### src/qct_pkg.sv
/*
  Shared constants and types of the quad counter/timer unit.
  Assumes a 32-bit APB register port and one system clock.
*/
package qct_pkg;
  // register byte offsets
  localparam logic [7:0] OFS_CLKCTL  = 8'h00;
  localparam logic [7:0] OFS_MODE01  = 8'h04;
  localparam logic [7:0] OFS_T0CNT   = 8'h08;
  localparam logic [7:0] OFS_T1CNT   = 8'h0C;
  localparam logic [7:0] OFS_T23CTL  = 8'h10;
  localparam logic [7:0] OFS_T2RLD   = 8'h14;
  localparam logic [7:0] OFS_T2CNT   = 8'h18;
  localparam logic [7:0] OFS_T3RLD   = 8'h1C;
  localparam logic [7:0] OFS_T3CNT   = 8'h20;
  localparam logic [7:0] OFS_IRQSTAT = 8'h24;
  localparam logic [7:0] OFS_IRQMASK = 8'h28;

  typedef enum logic [1:0] {MODE13, MODE16, MODE8RL, MODESPLIT} qct_mode_e;

  typedef struct packed {
    logic       timer3HighClockSelect;
    logic       timer3LowClockSelect;
    logic       timer2HighClockSelect;
    logic       timer2LowClockSelect;
    logic       timer1ClockSelect;
    logic       timer0ClockSelect;
    logic [1:0] prescaleField;
  } qct_clkctl_s;

  typedef struct packed {
    logic      t1Run;
    logic      t1Counter;
    qct_mode_e t1Mode;
    logic      t0Run;
    logic      t0Counter;
    qct_mode_e t0Mode;
  } qct_mode_s;

  typedef struct packed {
    logic t3WakeEn;
    logic timer3ExternalClockSelect;
    logic t3Split;
    logic t3Run;
    logic timer2ExternalClockSelect;
    logic t2Split;
    logic t2Run;
  } qct_t23ctl_s;

  typedef struct packed {
    logic t3High;
    logic t3Low;
    logic t2High;
    logic t2Low;
    logic t1Ovf;
    logic t0HighOvf;
    logic t0Ovf;
  } qct_irq_s;

  // reset values
  localparam qct_clkctl_s CLKCTL_RST = '0;
  localparam qct_mode_s   MODE01_RST = '0;
  localparam qct_t23ctl_s T23CTL_RST = '0;
  localparam qct_irq_s    IRQ_RST    = '0;
  localparam logic [15:0] WORD_ZERO  = 16'h0000;

  // prescaler and clock codes
  localparam logic [3:0] DIV12_LAST = 4'hB;
  localparam logic [1:0] DIV4_LAST  = 2'h3;
  localparam logic [2:0] EXT8_LAST  = 3'h7;
  localparam logic [1:0] PRE_DIV12  = 2'h0;
  localparam logic [1:0] PRE_EXT    = 2'h3;
  localparam logic [7:0]  BYTE_MAX  = 8'hFF;
  localparam logic [15:0] WORD_MAX  = 16'hFFFF;
endpackage

### src/qct_timer_if.sv
/*
  Control and count signals between the unit and one reload timer.
  Assumes both ends run on the same system clock.
*/
`timescale 1ns/100ps
interface qct_timer_if;
  logic        run;
  logic        split;
  logic        tickLow;
  logic        tickHigh;
  logic [15:0] reloadVal;
  logic        wrCount;
  logic [15:0] wrData;
  logic [15:0] count;
  logic        ovfLow;
  logic        ovfHigh;
  modport ctl (output run, split, tickLow, tickHigh, reloadVal, wrCount,
               wrData, input count, ovfLow, ovfHigh);
  modport tmr (input run, split, tickLow, tickHigh, reloadVal, wrCount,
               wrData, output count, ovfLow, ovfHigh);
endinterface

### src/qct_pin_sync.sv
/*
  Three-stage pin sampler with falling-edge pulse.
  Assumes the pin is asynchronous to clk_sys.
*/
`timescale 1ns/100ps
module qct_pin_sync (
  // clock and reset
  input  wire logic clk_sys,
  input  wire logic reset,
  input  wire logic clkEn,
  // pin and edge
  input  wire logic pin,
  output logic      fallEdge
);
  logic s1;
  logic s2;
  logic s3;
  logic level;

  always_ff @(posedge clk_sys) begin
    if (reset) begin
      s1       <= 1'b0;
      s2       <= 1'b0;
      s3       <= 1'b0;
      level    <= 1'b0;
      fallEdge <= 1'b0;
    end else if (clkEn) begin
      s1       <= pin;
      s2       <= s1;
      s3       <= s2;
      // accepted level changes once stages two and three agree
      if (s2 == s3) begin
        level <= s2;
      end
      fallEdge <= (s2 == s3) && level && !s2;
    end
  end
endmodule

### src/qct_reload_timer.sv
/*
  16-bit or split 8-bit auto-reload timer.
  Assumes tick strobes are already gated by the clock enable.
*/
`timescale 1ns/100ps
module qct_reload_timer (
  // clock and reset
  input  wire logic clk_sys,
  input  wire logic reset,
  input  wire logic clkEn,
  // control and count
  qct_timer_if.tmr  tmr
);
  always_ff @(posedge clk_sys) begin
    if (reset) begin
      tmr.count   <= qct_pkg::WORD_ZERO;
      tmr.ovfLow  <= 1'b0;
      tmr.ovfHigh <= 1'b0;
    end else if (tmr.wrCount) begin
      tmr.count   <= tmr.wrData;
    end else if (clkEn) begin
      tmr.ovfLow  <= 1'b0;
      tmr.ovfHigh <= 1'b0;
      if (tmr.run && !tmr.split && tmr.tickLow) begin
        if (tmr.count == qct_pkg::WORD_MAX) begin
          tmr.count  <= tmr.reloadVal;
          tmr.ovfLow <= 1'b1;
        end else begin
          tmr.count  <= tmr.count + 16'h1;
        end
      end
      if (tmr.run && tmr.split && tmr.tickLow) begin
        if (tmr.count[7:0] == qct_pkg::BYTE_MAX) begin
          tmr.count[7:0] <= tmr.reloadVal[7:0];
          tmr.ovfLow     <= 1'b1;
        end else begin
          tmr.count[7:0] <= tmr.count[7:0] + 8'h1;
        end
      end
      if (tmr.run && tmr.split && tmr.tickHigh) begin
        if (tmr.count[15:8] == qct_pkg::BYTE_MAX) begin
          tmr.count[15:8] <= tmr.reloadVal[15:8];
          tmr.ovfHigh     <= 1'b1;
        end else begin
          tmr.count[15:8] <= tmr.count[15:8] + 8'h1;
        end
      end
    end
  end
endmodule

### src/qct_unit.sv
/*
  Four-channel counter/timer unit with APB registers and interrupt.
  Assumes event and oscillator pins are asynchronous, suspendMode
  comes from logic on clk_sys.
*/
`timescale 1ns/100ps
// Summary of operation
// - four 16-bit counter/timers, two auto-reload
// - timers 0/1: 13-bit, 16-bit, 8-bit reload
// - of timers 0/1, only timer 0 splits into two bytes
// - timers 2/3: 16-bit or two 8-bit reload
// - timer 3 counts external clock in suspend
// - timers 0/1 choose among four clock sources
// - timers 0/1 pick prescaled or system clock
// - timers 2/3: system_clock, system_clock/12, external/8
// - counter increments on event pin falling edge
// - events up to quarter system_clock counted
// - timers raise interrupt requests
// - prescale: /12, /4, /4, external/8
// - clock select ignored in counter operation
// - byte selects: system_clock or external-select clock
module qct_unit (
  // clock, reset, enable
  input  wire logic        clk_sys,
  input  wire logic        reset,
  input  wire logic        clkEn,
  // apb slave
  input  wire logic        psel,
  input  wire logic        penable,
  input  wire logic        pwrite,
  input  wire logic [7:0]  paddr,
  input  wire logic [31:0] pwdata,
  output logic      [31:0] prdata,
  output logic             pready,
  output logic             pslverr,
  // pins and power state
  input  wire logic        timer0EventPin,
  input  wire logic        timer1EventPin,
  input  wire logic        extOscPin,
  input  wire logic        suspendMode,
  // requests
  output logic             interrupt,
  output logic             wakeRequest
);
  qct_pkg::qct_clkctl_s clkCtl;
  qct_pkg::qct_mode_s   mode01;
  qct_pkg::qct_t23ctl_s t23Ctl;
  qct_pkg::qct_irq_s    irqStatus;
  qct_pkg::qct_irq_s    irqMask;
  qct_pkg::qct_irq_s    irqSet;
  logic [15:0] t0Count;
  logic [15:0] t1Count;
  logic [15:0] t2Reload;
  logic [15:0] t3Reload;
  logic [3:0]  div12;
  logic [2:0]  ext8Cnt;
  logic        ev0Edge;
  logic        ev1Edge;
  logic        extEdge;
  logic        tick12;
  logic        tick4;
  logic        ext8Tick;
  logic        presTick;
  logic        inc0;
  logic        inc1;
  logic        inc0High;
  logic        t0Split;
  logic [16:0] n0;
  logic [16:0] n1;
  logic        setupPhase;
  logic        wrAcc;
  logic [31:0] next_prdata;
  logic        next_err;

  qct_timer_if t2If ();
  qct_timer_if t3If ();

  // count step of timers 0/1; msb is the overflow
  function automatic logic [16:0] nextCount(
    input qct_pkg::qct_mode_e mode,
    input logic [15:0]        cnt,
    input logic               inc);
    logic [13:0] c13;
    logic [16:0] c16;
    logic [8:0]  c8;
    begin
      c13 = {1'b0, cnt[15:8], cnt[4:0]} + 14'h1;
      c16 = {1'b0, cnt} + 17'h1;
      c8  = {1'b0, cnt[7:0]} + 9'h1;
      nextCount = {1'b0, cnt};
      if (inc) begin
        case (mode)
          qct_pkg::MODE13: begin
            nextCount = {c13[13], c13[12:5], cnt[7:5], c13[4:0]};
          end
          qct_pkg::MODE16: begin
            nextCount = c16;
          end
          qct_pkg::MODE8RL: begin
            nextCount = c8[8] ? {1'b1, cnt[15:8], cnt[15:8]}
                              : {1'b0, cnt[15:8], c8[7:0]};
          end
          default: begin
            nextCount = {c8[8], cnt[15:8], c8[7:0]};
          end
        endcase
      end
    end
  endfunction

  // timer 2/3 byte clock
  function automatic logic tick23(
    input logic sysSel,
    input logic extSel,
    input logic t12,
    input logic te8);
    begin
      tick23 = sysSel ? 1'b1 : (extSel ? te8 : t12);
    end
  endfunction

  qct_pin_sync u_ev0 (
    .clk_sys  (clk_sys),
    .reset    (reset),
    .clkEn    (clkEn),
    .pin      (timer0EventPin),
    .fallEdge (ev0Edge)
  );

  qct_pin_sync u_ev1 (
    .clk_sys  (clk_sys),
    .reset    (reset),
    .clkEn    (clkEn),
    .pin      (timer1EventPin),
    .fallEdge (ev1Edge)
  );

  qct_pin_sync u_ext (
    .clk_sys  (clk_sys),
    .reset    (reset),
    .clkEn    (clkEn),
    .pin      (extOscPin),
    .fallEdge (extEdge)
  );

  // system clock /12 and /4 prescaler
  always_ff @(posedge clk_sys) begin
    if (reset) begin
      div12 <= '0;
    end else if (clkEn) begin
      div12 <= (div12 == qct_pkg::DIV12_LAST) ? '0 : div12 + 4'h1;
    end
  end

  // external clock /8, synchronised to system clock
  always_ff @(posedge clk_sys) begin
    if (reset) begin
      ext8Cnt <= '0;
    end else if (clkEn && extEdge) begin
      ext8Cnt <= ext8Cnt + 3'h1;
    end
  end

  assign tick12   = clkEn && (div12 == qct_pkg::DIV12_LAST);
  assign tick4    = clkEn && (div12[1:0] == qct_pkg::DIV4_LAST);
  assign ext8Tick = clkEn && extEdge && (ext8Cnt == qct_pkg::EXT8_LAST);

  always_comb begin
    case (clkCtl.prescaleField)
      qct_pkg::PRE_DIV12: presTick = tick12;
      qct_pkg::PRE_EXT:   presTick = ext8Tick;
      default:            presTick = tick4;
    endcase
  end

  // timers 0/1 increment enables
  assign t0Split  = (mode01.t0Mode == qct_pkg::MODESPLIT);
  assign inc0 = clkEn && !suspendMode && mode01.t0Run
    && (mode01.t0Counter ? ev0Edge
        : (clkCtl.timer0ClockSelect ? 1'b1 : presTick));
  assign inc1 = clkEn && !suspendMode && mode01.t1Run
    && (mode01.t1Mode != qct_pkg::MODESPLIT)
    && (mode01.t1Counter ? ev1Edge
        : (clkCtl.timer1ClockSelect ? 1'b1 : presTick));
  // split high byte runs as a timer under the timer 1 run bit
  assign inc0High = clkEn && !suspendMode && t0Split && mode01.t1Run
    && (clkCtl.timer0ClockSelect ? 1'b1 : presTick);
  assign n0 = nextCount(mode01.t0Mode, t0Count, inc0);
  assign n1 = nextCount(mode01.t1Mode, t1Count, inc1);

  // apb phase decode
  assign setupPhase = psel && !penable && !pready;
  assign wrAcc      = psel && penable && pready && pwrite;

  // timer 0 count
  always_ff @(posedge clk_sys) begin
    if (reset) begin
      t0Count <= qct_pkg::WORD_ZERO;
    end else if (wrAcc && paddr == qct_pkg::OFS_T0CNT) begin
      t0Count <= pwdata[15:0];
    end else if (clkEn) begin
      t0Count[7:0] <= n0[7:0];
      if (!t0Split) begin
        t0Count[15:8] <= n0[15:8];
      end else if (inc0High) begin
        t0Count[15:8] <= t0Count[15:8] + 8'h1;
      end
    end
  end

  // timer 1 count
  always_ff @(posedge clk_sys) begin
    if (reset) begin
      t1Count <= qct_pkg::WORD_ZERO;
    end else if (wrAcc && paddr == qct_pkg::OFS_T1CNT) begin
      t1Count <= pwdata[15:0];
    end else if (clkEn) begin
      t1Count <= n1[15:0];
    end
  end

  // timers 2 and 3
  assign t2If.run       = t23Ctl.t2Run;
  assign t2If.split     = t23Ctl.t2Split;
  assign t2If.reloadVal = t2Reload;
  assign t2If.wrCount   = wrAcc && (paddr == qct_pkg::OFS_T2CNT);
  assign t2If.wrData    = pwdata[15:0];
  assign t2If.tickLow   = clkEn && !suspendMode
    && tick23(clkCtl.timer2LowClockSelect,
              t23Ctl.timer2ExternalClockSelect, tick12, ext8Tick);
  assign t2If.tickHigh  = clkEn && !suspendMode
    && tick23(clkCtl.timer2HighClockSelect,
              t23Ctl.timer2ExternalClockSelect, tick12, ext8Tick);
  assign t3If.run       = t23Ctl.t3Run;
  assign t3If.split     = t23Ctl.t3Split;
  assign t3If.reloadVal = t3Reload;
  assign t3If.wrCount   = wrAcc && (paddr == qct_pkg::OFS_T3CNT);
  assign t3If.wrData    = pwdata[15:0];
  // in suspend only the external clock survives
  assign t3If.tickLow   = clkEn && (suspendMode ? ext8Tick
    : tick23(clkCtl.timer3LowClockSelect,
             t23Ctl.timer3ExternalClockSelect, tick12, ext8Tick));
  assign t3If.tickHigh  = clkEn && (suspendMode ? ext8Tick
    : tick23(clkCtl.timer3HighClockSelect,
             t23Ctl.timer3ExternalClockSelect, tick12, ext8Tick));

  qct_reload_timer u_t2 (
    .clk_sys (clk_sys),
    .reset   (reset),
    .clkEn   (clkEn),
    .tmr     (t2If)
  );

  qct_reload_timer u_t3 (
    .clk_sys (clk_sys),
    .reset   (reset),
    .clkEn   (clkEn),
    .tmr     (t3If)
  );

  // configuration registers
  always_ff @(posedge clk_sys) begin
    if (reset) begin
      clkCtl   <= qct_pkg::CLKCTL_RST;
      mode01   <= qct_pkg::MODE01_RST;
      t23Ctl   <= qct_pkg::T23CTL_RST;
      t2Reload <= qct_pkg::WORD_ZERO;
      t3Reload <= qct_pkg::WORD_ZERO;
      irqMask  <= qct_pkg::IRQ_RST;
    end else if (wrAcc) begin
      case (paddr)
        qct_pkg::OFS_CLKCTL:  clkCtl   <= pwdata[7:0];
        qct_pkg::OFS_MODE01:  mode01   <= pwdata[7:0];
        qct_pkg::OFS_T23CTL:  t23Ctl   <= pwdata[6:0];
        qct_pkg::OFS_T2RLD:   t2Reload <= pwdata[15:0];
        qct_pkg::OFS_T3RLD:   t3Reload <= pwdata[15:0];
        qct_pkg::OFS_IRQMASK: irqMask  <= pwdata[6:0];
        default: ;
      endcase
    end
  end

  // sticky events; a set in the clearing cycle wins
  always_comb begin
    irqSet           = qct_pkg::IRQ_RST;
    irqSet.t0Ovf     = clkEn && n0[16];
    irqSet.t0HighOvf = inc0High && (t0Count[15:8] == qct_pkg::BYTE_MAX);
    irqSet.t1Ovf     = clkEn && n1[16];
    irqSet.t2Low     = clkEn && t2If.ovfLow;
    irqSet.t2High    = clkEn && t2If.ovfHigh;
    irqSet.t3Low     = clkEn && t3If.ovfLow;
    irqSet.t3High    = clkEn && t3If.ovfHigh;
  end

  always_ff @(posedge clk_sys) begin
    if (reset) begin
      irqStatus <= qct_pkg::IRQ_RST;
    end else if (wrAcc && paddr == qct_pkg::OFS_IRQSTAT) begin
      irqStatus <= (irqStatus & ~pwdata[6:0]) | irqSet;
    end else begin
      irqStatus <= irqStatus | irqSet;
    end
  end

  always_ff @(posedge clk_sys) begin
    if (reset) begin
      interrupt <= 1'b0;
    end else begin
      interrupt <= |(irqStatus & irqMask);
    end
  end

  // wake request held until suspend ends
  always_ff @(posedge clk_sys) begin
    if (reset || !suspendMode) begin
      wakeRequest <= 1'b0;
    end else if (t23Ctl.t3WakeEn && (irqSet.t3Low || irqSet.t3High)) begin
      wakeRequest <= 1'b1;
    end
  end

  // read mux and unmapped answer
  always_comb begin
    next_prdata = '0;
    next_err    = 1'b0;
    case (paddr)
      qct_pkg::OFS_CLKCTL:  next_prdata = 32'(clkCtl);
      qct_pkg::OFS_MODE01:  next_prdata = 32'(mode01);
      qct_pkg::OFS_T0CNT:   next_prdata = 32'(t0Count);
      qct_pkg::OFS_T1CNT:   next_prdata = 32'(t1Count);
      qct_pkg::OFS_T23CTL:  next_prdata = 32'(t23Ctl);
      qct_pkg::OFS_T2RLD:   next_prdata = 32'(t2Reload);
      qct_pkg::OFS_T2CNT:   next_prdata = 32'(t2If.count);
      qct_pkg::OFS_T3RLD:   next_prdata = 32'(t3Reload);
      qct_pkg::OFS_T3CNT:   next_prdata = 32'(t3If.count);
      qct_pkg::OFS_IRQSTAT: next_prdata = 32'(irqStatus);
      qct_pkg::OFS_IRQMASK: next_prdata = 32'(irqMask);
      default:              next_err    = 1'b1;
    endcase
  end

  always_ff @(posedge clk_sys) begin
    if (reset) begin
      pready  <= 1'b0;
      prdata  <= '0;
      pslverr <= 1'b0;
    end else begin
      pready  <= setupPhase;
      if (setupPhase) begin
        prdata  <= pwrite ? '0 : next_prdata;
        pslverr <= next_err;
      end
    end
  end
endmodule

### config.mk
export PLATFORM = sky130hd
export DESIGN_NAME = qct_unit
export DESIGN_NICKNAME = d
export VERILOG_FILES = /design/src/qct_pkg.sv /design/src/qct_timer_if.sv /design/src/qct_pin_sync.sv /design/src/qct_reload_timer.sv /design/src/qct_unit.sv
export SDC_FILE = /design/constraint.sdc
export NUM_CORES = 1
export LEC_CHECK = 0
export ABC_AREA = 1
export BUFFER_PORTS_ARGS = -buffer_cell sky130_fd_sc_hd__buf_2
export CAP_MARGIN = 40
export CORE_ASPECT_RATIO = 1.25
export CORE_MARGIN = 4
export CORE_UTILIZATION = 50
export DETAILED_ROUTE_END_ITERATION = 10
export PLACE_DENSITY = 0.68
export SETUP_SLACK_MARGIN = 0.4
export SLEW_MARGIN = 25
export SYNTH_ARGS = -nofsm -noshare
export SYNTH_HDL_FRONTEND = slang
export SYNTH_HIERARCHICAL = 1
export SYNTH_SLANG_ARGS = --single-unit
export TNS_END_PERCENT = 1
### constraint.sdc
create_clock -name clk_sys -period 2.2 [get_ports clk_sys]
set_input_delay 0 -clock clk_sys [delete_from_list [all_inputs] [get_ports clk_sys]]
set_output_delay 0 -clock clk_sys [all_outputs]
set_load 0.03 [all_outputs]
# --- Word level (Yosys, flattened, before mapping) ---
# Index checks and enable logic that the tools add are counted.
totals:
  register_bits: 195
  inputBits: 50
  output_inout_bits: 36
  wordCells: 288
op_classes:
  addsub: 15
  n_eq_ne: 35
  n_mux: 58
  n_bitwise: 7
  reduce_logical: 101
op_table:
  columns: ["cell", "count"]
  rows:
  - ["$mux W16", 12]
  - ["$pmux W16 S11", 1]
  - ["$pmux W17 S3", 2]
  - ["$mux W8", 10]
  - ["$mux W17", 4]
  - ["$logic_and A1 B1 Y1", 51]
  - ["$add A8 B1 Y8 const B", 5]
  - ["$eq A8 B8 Y1 const B", 5]
  - ["$add A16 B1 Y17 const B", 2]
  - ["$reduce_and A2 Y1", 17]
  - ["$add A16 B1 Y16 const B", 2]
  - ["$eq A16 B16 Y1 const B", 2]
  - ["$eq A8 B5 Y1 const B", 4]
  - ["$mux W32", 1]
  - ["$add A13 B1 Y14 const B", 2]
  - ["$mux W1", 25]
  - ["$eq A8 B6 Y1 const B", 3]
  - ["$add A8 B1 Y9 const B", 2]
  - ["$reduce_bool A3 Y1", 6]
  - ["$eq A8 B4 Y1 const B", 2]
  - ["$and A7 B7 Y7", 2]
  - ["$or A7 B7 Y7", 2]
  - ["$reduce_bool A2 Y1", 6]
  - ["$reduce_or A11 Y1", 1]
  - ["other kinds (25)", 47]

# --- Longest topological paths before layout ---
logic_depth:
  word_depth: 11
  depth_mapped: 18
  depth_no_buf: 18

# --- Hierarchy ---
# The synthesis kept the hierarchy.
by_module_without_submodules:
  columns: ["mod", "n_inst", "cells_each", "area_each_um2", "seq_area_each_um2"]
  rows:
  - ["qct_unit", 1, 1283, 8114.0, 2562.5]
  - ["qct_reload_timer", 2, 276, 1642.8, 360.3]
  - ["qct_pin_sync", 3, 27, 196.4, 100.1]

# --- Least setup slack after synthesis ---
# Ideal clock, no wire load.
synth_path:
  path_kind: "reg-to-reg"
  start: "register ext8Cnt[0]"
  end: "register u_t3.tmr.count[11]"
  setup_ns: 0.135
  arrival_ns: 1.883
  required_time_ns: 2.065
  slack_ns: 0.182
  stages_incl_launch_ff: 18
  n_path_buf: 1
  synth_period_minus_slack_ns: 2.018
  cell_sequence: "dfxtp_1 -> ha_1 -> ha_1 -> nand2_1 -> inv_1 -> a21oi_1 -> nand3_1 -> nand2_1 -> inv_1 -> nand2_1 -> inv_1 -> nand2_1 -> a21oi_1 -> nor2_1 -> buf_2 -> nor2_1 -> nand2_1 -> a21oi_1"
synth_via:
  elab_cells_between_ends: 16
  cone_classes: "eq/ne: 1; mux: 8; reduce/logical: 7"
synth_rtl:
  columns: ["item", "line_no", "source"]
  rows:
  - ["start: declaration", "qct_unit.sv:56", "logic [2:0] ext8Cnt;"]
  - ["start signal: assignment", "qct_unit.sv:160", "ext8Cnt <= ext8Cnt + 3'h1;"]
  - ["$eq A3 B3 Y1 *", "qct_unit.sv:166", "assign ext8Tick = clkEn && extEdge && (ext8Cnt == qct_pkg::EXT8_LAST);"]
  - ["$logic_and A1 B1 Y1 *", "qct_unit.sv:166", null]
  - ["$mux W1 (2 in series)", "qct_unit.sv:118", "tick23 = sysSel ? 1'b1 : (extSel ? te8 : t12);"]
  - ["$mux W1 *", "qct_unit.sv:240", "assign t3If.tickLow = clkEn && (suspendMode ? ext8Tick"]
  - ["$logic_and A1 B1 Y1 *", "qct_unit.sv:240", null]
  - ["via t3If.tickLow", "qct_timer_if.sv:9", "logic tickLow;"]
  - ["$logic_and A1 B1 Y1 *", "qct_reload_timer.sv:24", "if (tmr.run && !tmr.split && tmr.tickLow) begin"]
  - ["$reduce_bool A3 Y1 (no source line) *", null, null]
  - ["$reduce_and A2 Y1 (no source line) *", null, null]
  - ["end signal: assignment", "qct_reload_timer.sv:20", "tmr.count <= tmr.wrData;"]
  - ["end signal: assignment", "qct_reload_timer.sv:26", "tmr.count <= tmr.reloadVal;"]
  - ["end signal: assignment", "qct_reload_timer.sv:29", "tmr.count <= tmr.count + 16'h1;"]
  - ["end: declaration", "qct_timer_if.sv:20", "wrData, output count, ovfLow, ovfHigh);"]
# The timed path passes the listed nets; every way through them passes the cells marked *. The select of a mux whose other input is x is not followed.
# A chain may end at the register's enable or synchronous reset.

# --- Worst setup path in the final report ---
layout_path:
  start: "register ext8Cnt[1]"
  end: "register u_t2.tmr.count[12]"
layout_via:
  elab_cells_between_ends: 14
  cone_classes: "eq/ne: 1; mux: 6; reduce/logical: 7"
layout_rtl:
  columns: ["item", "line_no", "source"]
  rows:
  - ["$eq A3 B3 Y1", "qct_unit.sv:166", null]
  - ["$logic_and A1 B1 Y1", "qct_unit.sv:166", null]
  - ["$mux W1 (2 in series)", "qct_unit.sv:118", null]
  - ["$logic_and A1 B1 Y1", "qct_unit.sv:229", "&& tick23(clkCtl.timer2LowClockSelect,"]
  - ["via t2If.tickLow", "qct_timer_if.sv:9", null]
  - ["$logic_and A1 B1 Y1", "qct_reload_timer.sv:24", null]
  - ["$reduce_bool A3 Y1 (no source line)", null, null]
  - ["$reduce_and A2 Y1 (no source line)", null, null]
  - ["end signal: assignment", "qct_reload_timer.sv:20", null]
  - ["end signal: assignment", "qct_reload_timer.sv:26", null]
  - ["end signal: assignment", "qct_reload_timer.sv:29", null]
  - ["end: declaration", "qct_timer_if.sv:20", null]
# The timed path passes the listed nets, and every way through them passes these cells. The select of a mux whose other input is x is not followed.

==> run_results.csv <==
group,metric,value,unit
status,status,"finished clean",
detailed_routing,drcViolationCount,0,
logic_synthesis,async_flop_share,0,
detailed_routing,vias,13085,
die,rows,63,
detailed_routing,drt-total-wl,42.4,mm
detailed_routing,first_pass_iters,6,
setup_path,crit_fanout,7,
logic_synthesis,synth-edff-count,0,
min_path,hold_depth,3,
final_layout,finalNetCount,2059,
global_routing,grt_pass1_wl,67.0,mm
placed_design,portBuffers,53,
power_and_ir_drop,leakage,6.05,nW
logic_synthesis,ys.flop_type,"dfxtp_1",
sta,worst_slack,0.127,ns
final_layout,drive_above_1_share,0.167,
sta,setup_tns,0,ns
placed_design,placed_cell_area,12700,sq um
logic_synthesis,syn_area,12000,sq um
logic_synthesis,synth_area_per_cell,6.26,sq um
sta,min_period,2.07,ns
detailed_routing,detail-route-antenna-nets,0,
cts,clkLatencyLatePin,0.44,ns
cts,h-tree-depth,4,
die,die-area,26500,sq um
final_layout,multi_input_area,7430,sq um
power_and_ir_drop,power_density,491,nW/um^2
sta,fin_skew,0.0127,ns
die,die_h,181,microns
cts,clkSinkCount,179,
die,io_pins,86,
setup_path,cpPeakStageDelay,0.34,ns
logic_synthesis,ys_top_cells_by_count,"nand2_1 (472), inv_1 (221), nor2_1 (188), o21ai_0 (182), dfxtp_1 (179)",
setup_path,worstPathCellList,"ha_4 -> ha_4 -> nand2_4 -> inv_4 -> nand2_4 -> o21ai_4 -> o21ai_2 -> inv_1 -> nand2_2 -> inv_2 -> nand2_2 -> a21oi_4 -> nor2_4 -> buf_12 -> nor2_1 -> nand2_1 -> a21oi_2",
cts,cts_buffers,17,
cts,cts_tree,"built",
logic_synthesis,yosysTopAreaCellShare,0.299,
setup_path,start_kind,"flop",
logic_synthesis,ys_seq_elements,179,
cts,clock-root-buffer,"clkbuf_16",
sta,tightest_slew,0.648,ns
setup_path,crit_path_end_kind,"flop",
setup_path,endpoint,"u_t2/tmr.count[12]",
logic_synthesis,yosysMostFrequentCell,"nand2_1",
final_layout,final_cell_area,13800,sq um
global_routing,track_usage,0.314,
global_routing,antenna_found_initial,0,
sta,slew_viol_final,0,
final_layout,regArea,3590,sq um
setup_path,worstPathRequired,2.52,ns
detailed_routing,viasPerCell,5.69,
sta,fin_crit_sh,0.942,
min_path,hp-class,"input pin to flop",
sta,rsz0062_at_grt,"true",
placed_design,dp.cells,2247,
setup_path,crit_slowest_cell,"dfxtp_2",
logic_synthesis,yosysSeqAreaShare,0.299,
cts,cts_buffer_depth,2,
final_layout,fin_cells,2299,
power_and_ir_drop,ir_drop,0.541,mV
setup_path,path_class,"flop to flop",
detailed_routing,drtIter0Drc,1412,
global_routing,grt_max_degree,68,
flow_run,maxCapViolations,0,
global_routing,grt_pass1_vias,12250,
global_routing,overflow,0,
logic_synthesis,netlist-cell-type-count,52,
placed_design,hpwlAfterDp,31.2,mm
sta,fmax,0.482,GHz
sta,setup_viol,0,
final_layout,syn2layout_area_growth,14.7,%
setup_path,reg2reg_to,"u_t2/tmr.count[12]",
setup_path,crit_path_start,"ext8Cnt[1]",
setup_path,r2r-start,"ext8Cnt[1]",
sta,slew_headroom,0.566,
placed_design,place_ws,0.0173,ns
logic_synthesis,synth_top_area_cell,"dfxtp_1",
setup_path,cp.arrival,2.39,ns
cts,clk_pin_slew,0.08,ns
setup_path,r2r_slack,0.13,ns
die,initial_core_util,0.507,
final_layout,n_fill_cell,2389,
logic_synthesis,yosys_warnings,6,
die,core-area,23600,sq um
die,die_w,147,microns
detailed_routing,wl_per_cell,18.4,microns
logic_synthesis,synthTopCellsByArea,"dfxtp_1 (30%), nand2_1 (15%), o21ai_0 (7.6%), a21oi_1 (7.1%), inv_1 (6.9%)",
sta,finalHoldViolCount,0,
placed_design,gp_congestion,0.963,
setup_path,rr_worst_depth,17,
logic_synthesis,syn_inst,1916,
==> metal layers <==
layer / vias to the layer above / part of all wire / wire length [microns] / global-route usage
li1: 6359 / - / - / -
met1: 5989 / 0.40 / 17200 / 0.398
met2: 588 / 0.46 / 19400 / 0.517
met3: 149 / 0.073 / 3100 / 0.0424
met4: 0 / 0.065 / 2770 / 0.172
met5: - / 0 / 0 / 0
==> critical path: cells and delay by family, from the launching register on <==
kind                       cells  cell delay (ns)
and+or+nand+nor                7             0.62
AOI/OAI and AO/OA              4             0.32
buffers and inverters          4             0.35
adders and majority gates      2             0.32
DFF                            1             0.34
==> cell usage in the layout (no fill, tap or decap), drive strengths merged, types with 2 or more instances in the layout <==
| cell type | count |
|---|---|
| nand2 | 511 |
| inv | 245 |
| nor2 | 220 |
| o21ai | 200 |
| a21oi | 182 |
| dfxtp | 179 |
| nand3 | 167 |
| buf | 102 |
| clkbuf | 21 |
| nor3 | 18 |
| o22ai | 17 |
| xor2 | 17 |
| nand4 | 17 |
| conb | 16 |
| ha | 16 |
| o211ai | 13 |
| dlygate4sd3 | 10 |
| clkinv | 9 |
| xnor2 | 7 |
| nand3b | 6 |
| clkinvlp | 5 |
| o2bb2ai | 4 |
| a31oi | 4 |
| or2 | 3 |
| o221ai | 3 |
| o21bai | 3 |
| a22oi | 2 |
| a21boi | 2 |
==> worst min-delay path by stage <==
stage | startpoint | to | slack (ns)
2_1_floorplan | reset | u_ev0/fallEdge | 0.06
3_3_place_gp | timer0EventPin | u_ev0/s1 | 0.23
3_5_place_dp | timer0EventPin | u_ev0/s1 | 0.23
4_1_cts | pwdata[8] | t3If.reloadVal[8] | 0.006
5_1_grt | pwdata[12] | t2If.reloadVal[12] | 0.04
6_report | pwdata[8] | t3If.reloadVal[8] | 0.01
==> registers in the layout, indices dropped and copies added (netlist names), 3 cells and up <==
name	count
prdata	16
t0Count	16
t1Count	16
t2If.reloadVal	16
t3If.reloadVal	16
u_t2/tmr.count	16
u_t3/tmr.count	16
clkCtl	8
mode01	8
irqMask	7
irqStatus	7
div12	4
ext8Cnt	3
t23Ctl	3
==> report_power, final <==
group / total, mW / internal (mW) / switching [mW]
sequential: 3.28 / 3.26 / 0.0174
clock: 3.07 / 1.61 / 1.46
combinational: 0.411 / 0.102 / 0.310
==> timing repair <==
item | in CTS | in global routing
endpoints found under the hold margin | 11 | 0
setup endpoints to repair | 66 | 74
hold buffers | 10 | 0
setup buffers | 4 | 3
cloned | 1 | 1
resized for setup | 32 | 39
pin swaps | 12 | 21
==> metrics by stage <==
stage	total power, mW	utilization	hold WS [ns]
2_1_floorplan	3.56	-	0.0624
3_3_place_gp	3.73	0.538	0.228
3_5_place_dp	3.73	0.538	0.232
4_1_cts	6.75	0.573	0.00620
5_1_grt	6.94	0.582	0.0393
6_report	6.76	0.582	0.0117
==> layout make-up <==
type	instances	area share
multi-input cells	1434	0.540
flip-flops and latches	179	0.261
inverters	248	0.0693
repair buffers	113	0.0611
clock buffers	20	0.0325
well taps	292	0.0266
clock inverters	12	0.00891
diodes	1	0.000182
==> cells by family after synthesis <==
logic type / share of synthesized area
and+or+nand+nor: 0.356
AOI/OAI and AO/OA: 0.199
buffers and inverters: 0.111
DFF: 0.299
xor gates and xnor gates: 0.0175
adders and majority gates: 0.0167
other: 0.000313
Note: power is estimated with default switching activity, not from simulation.
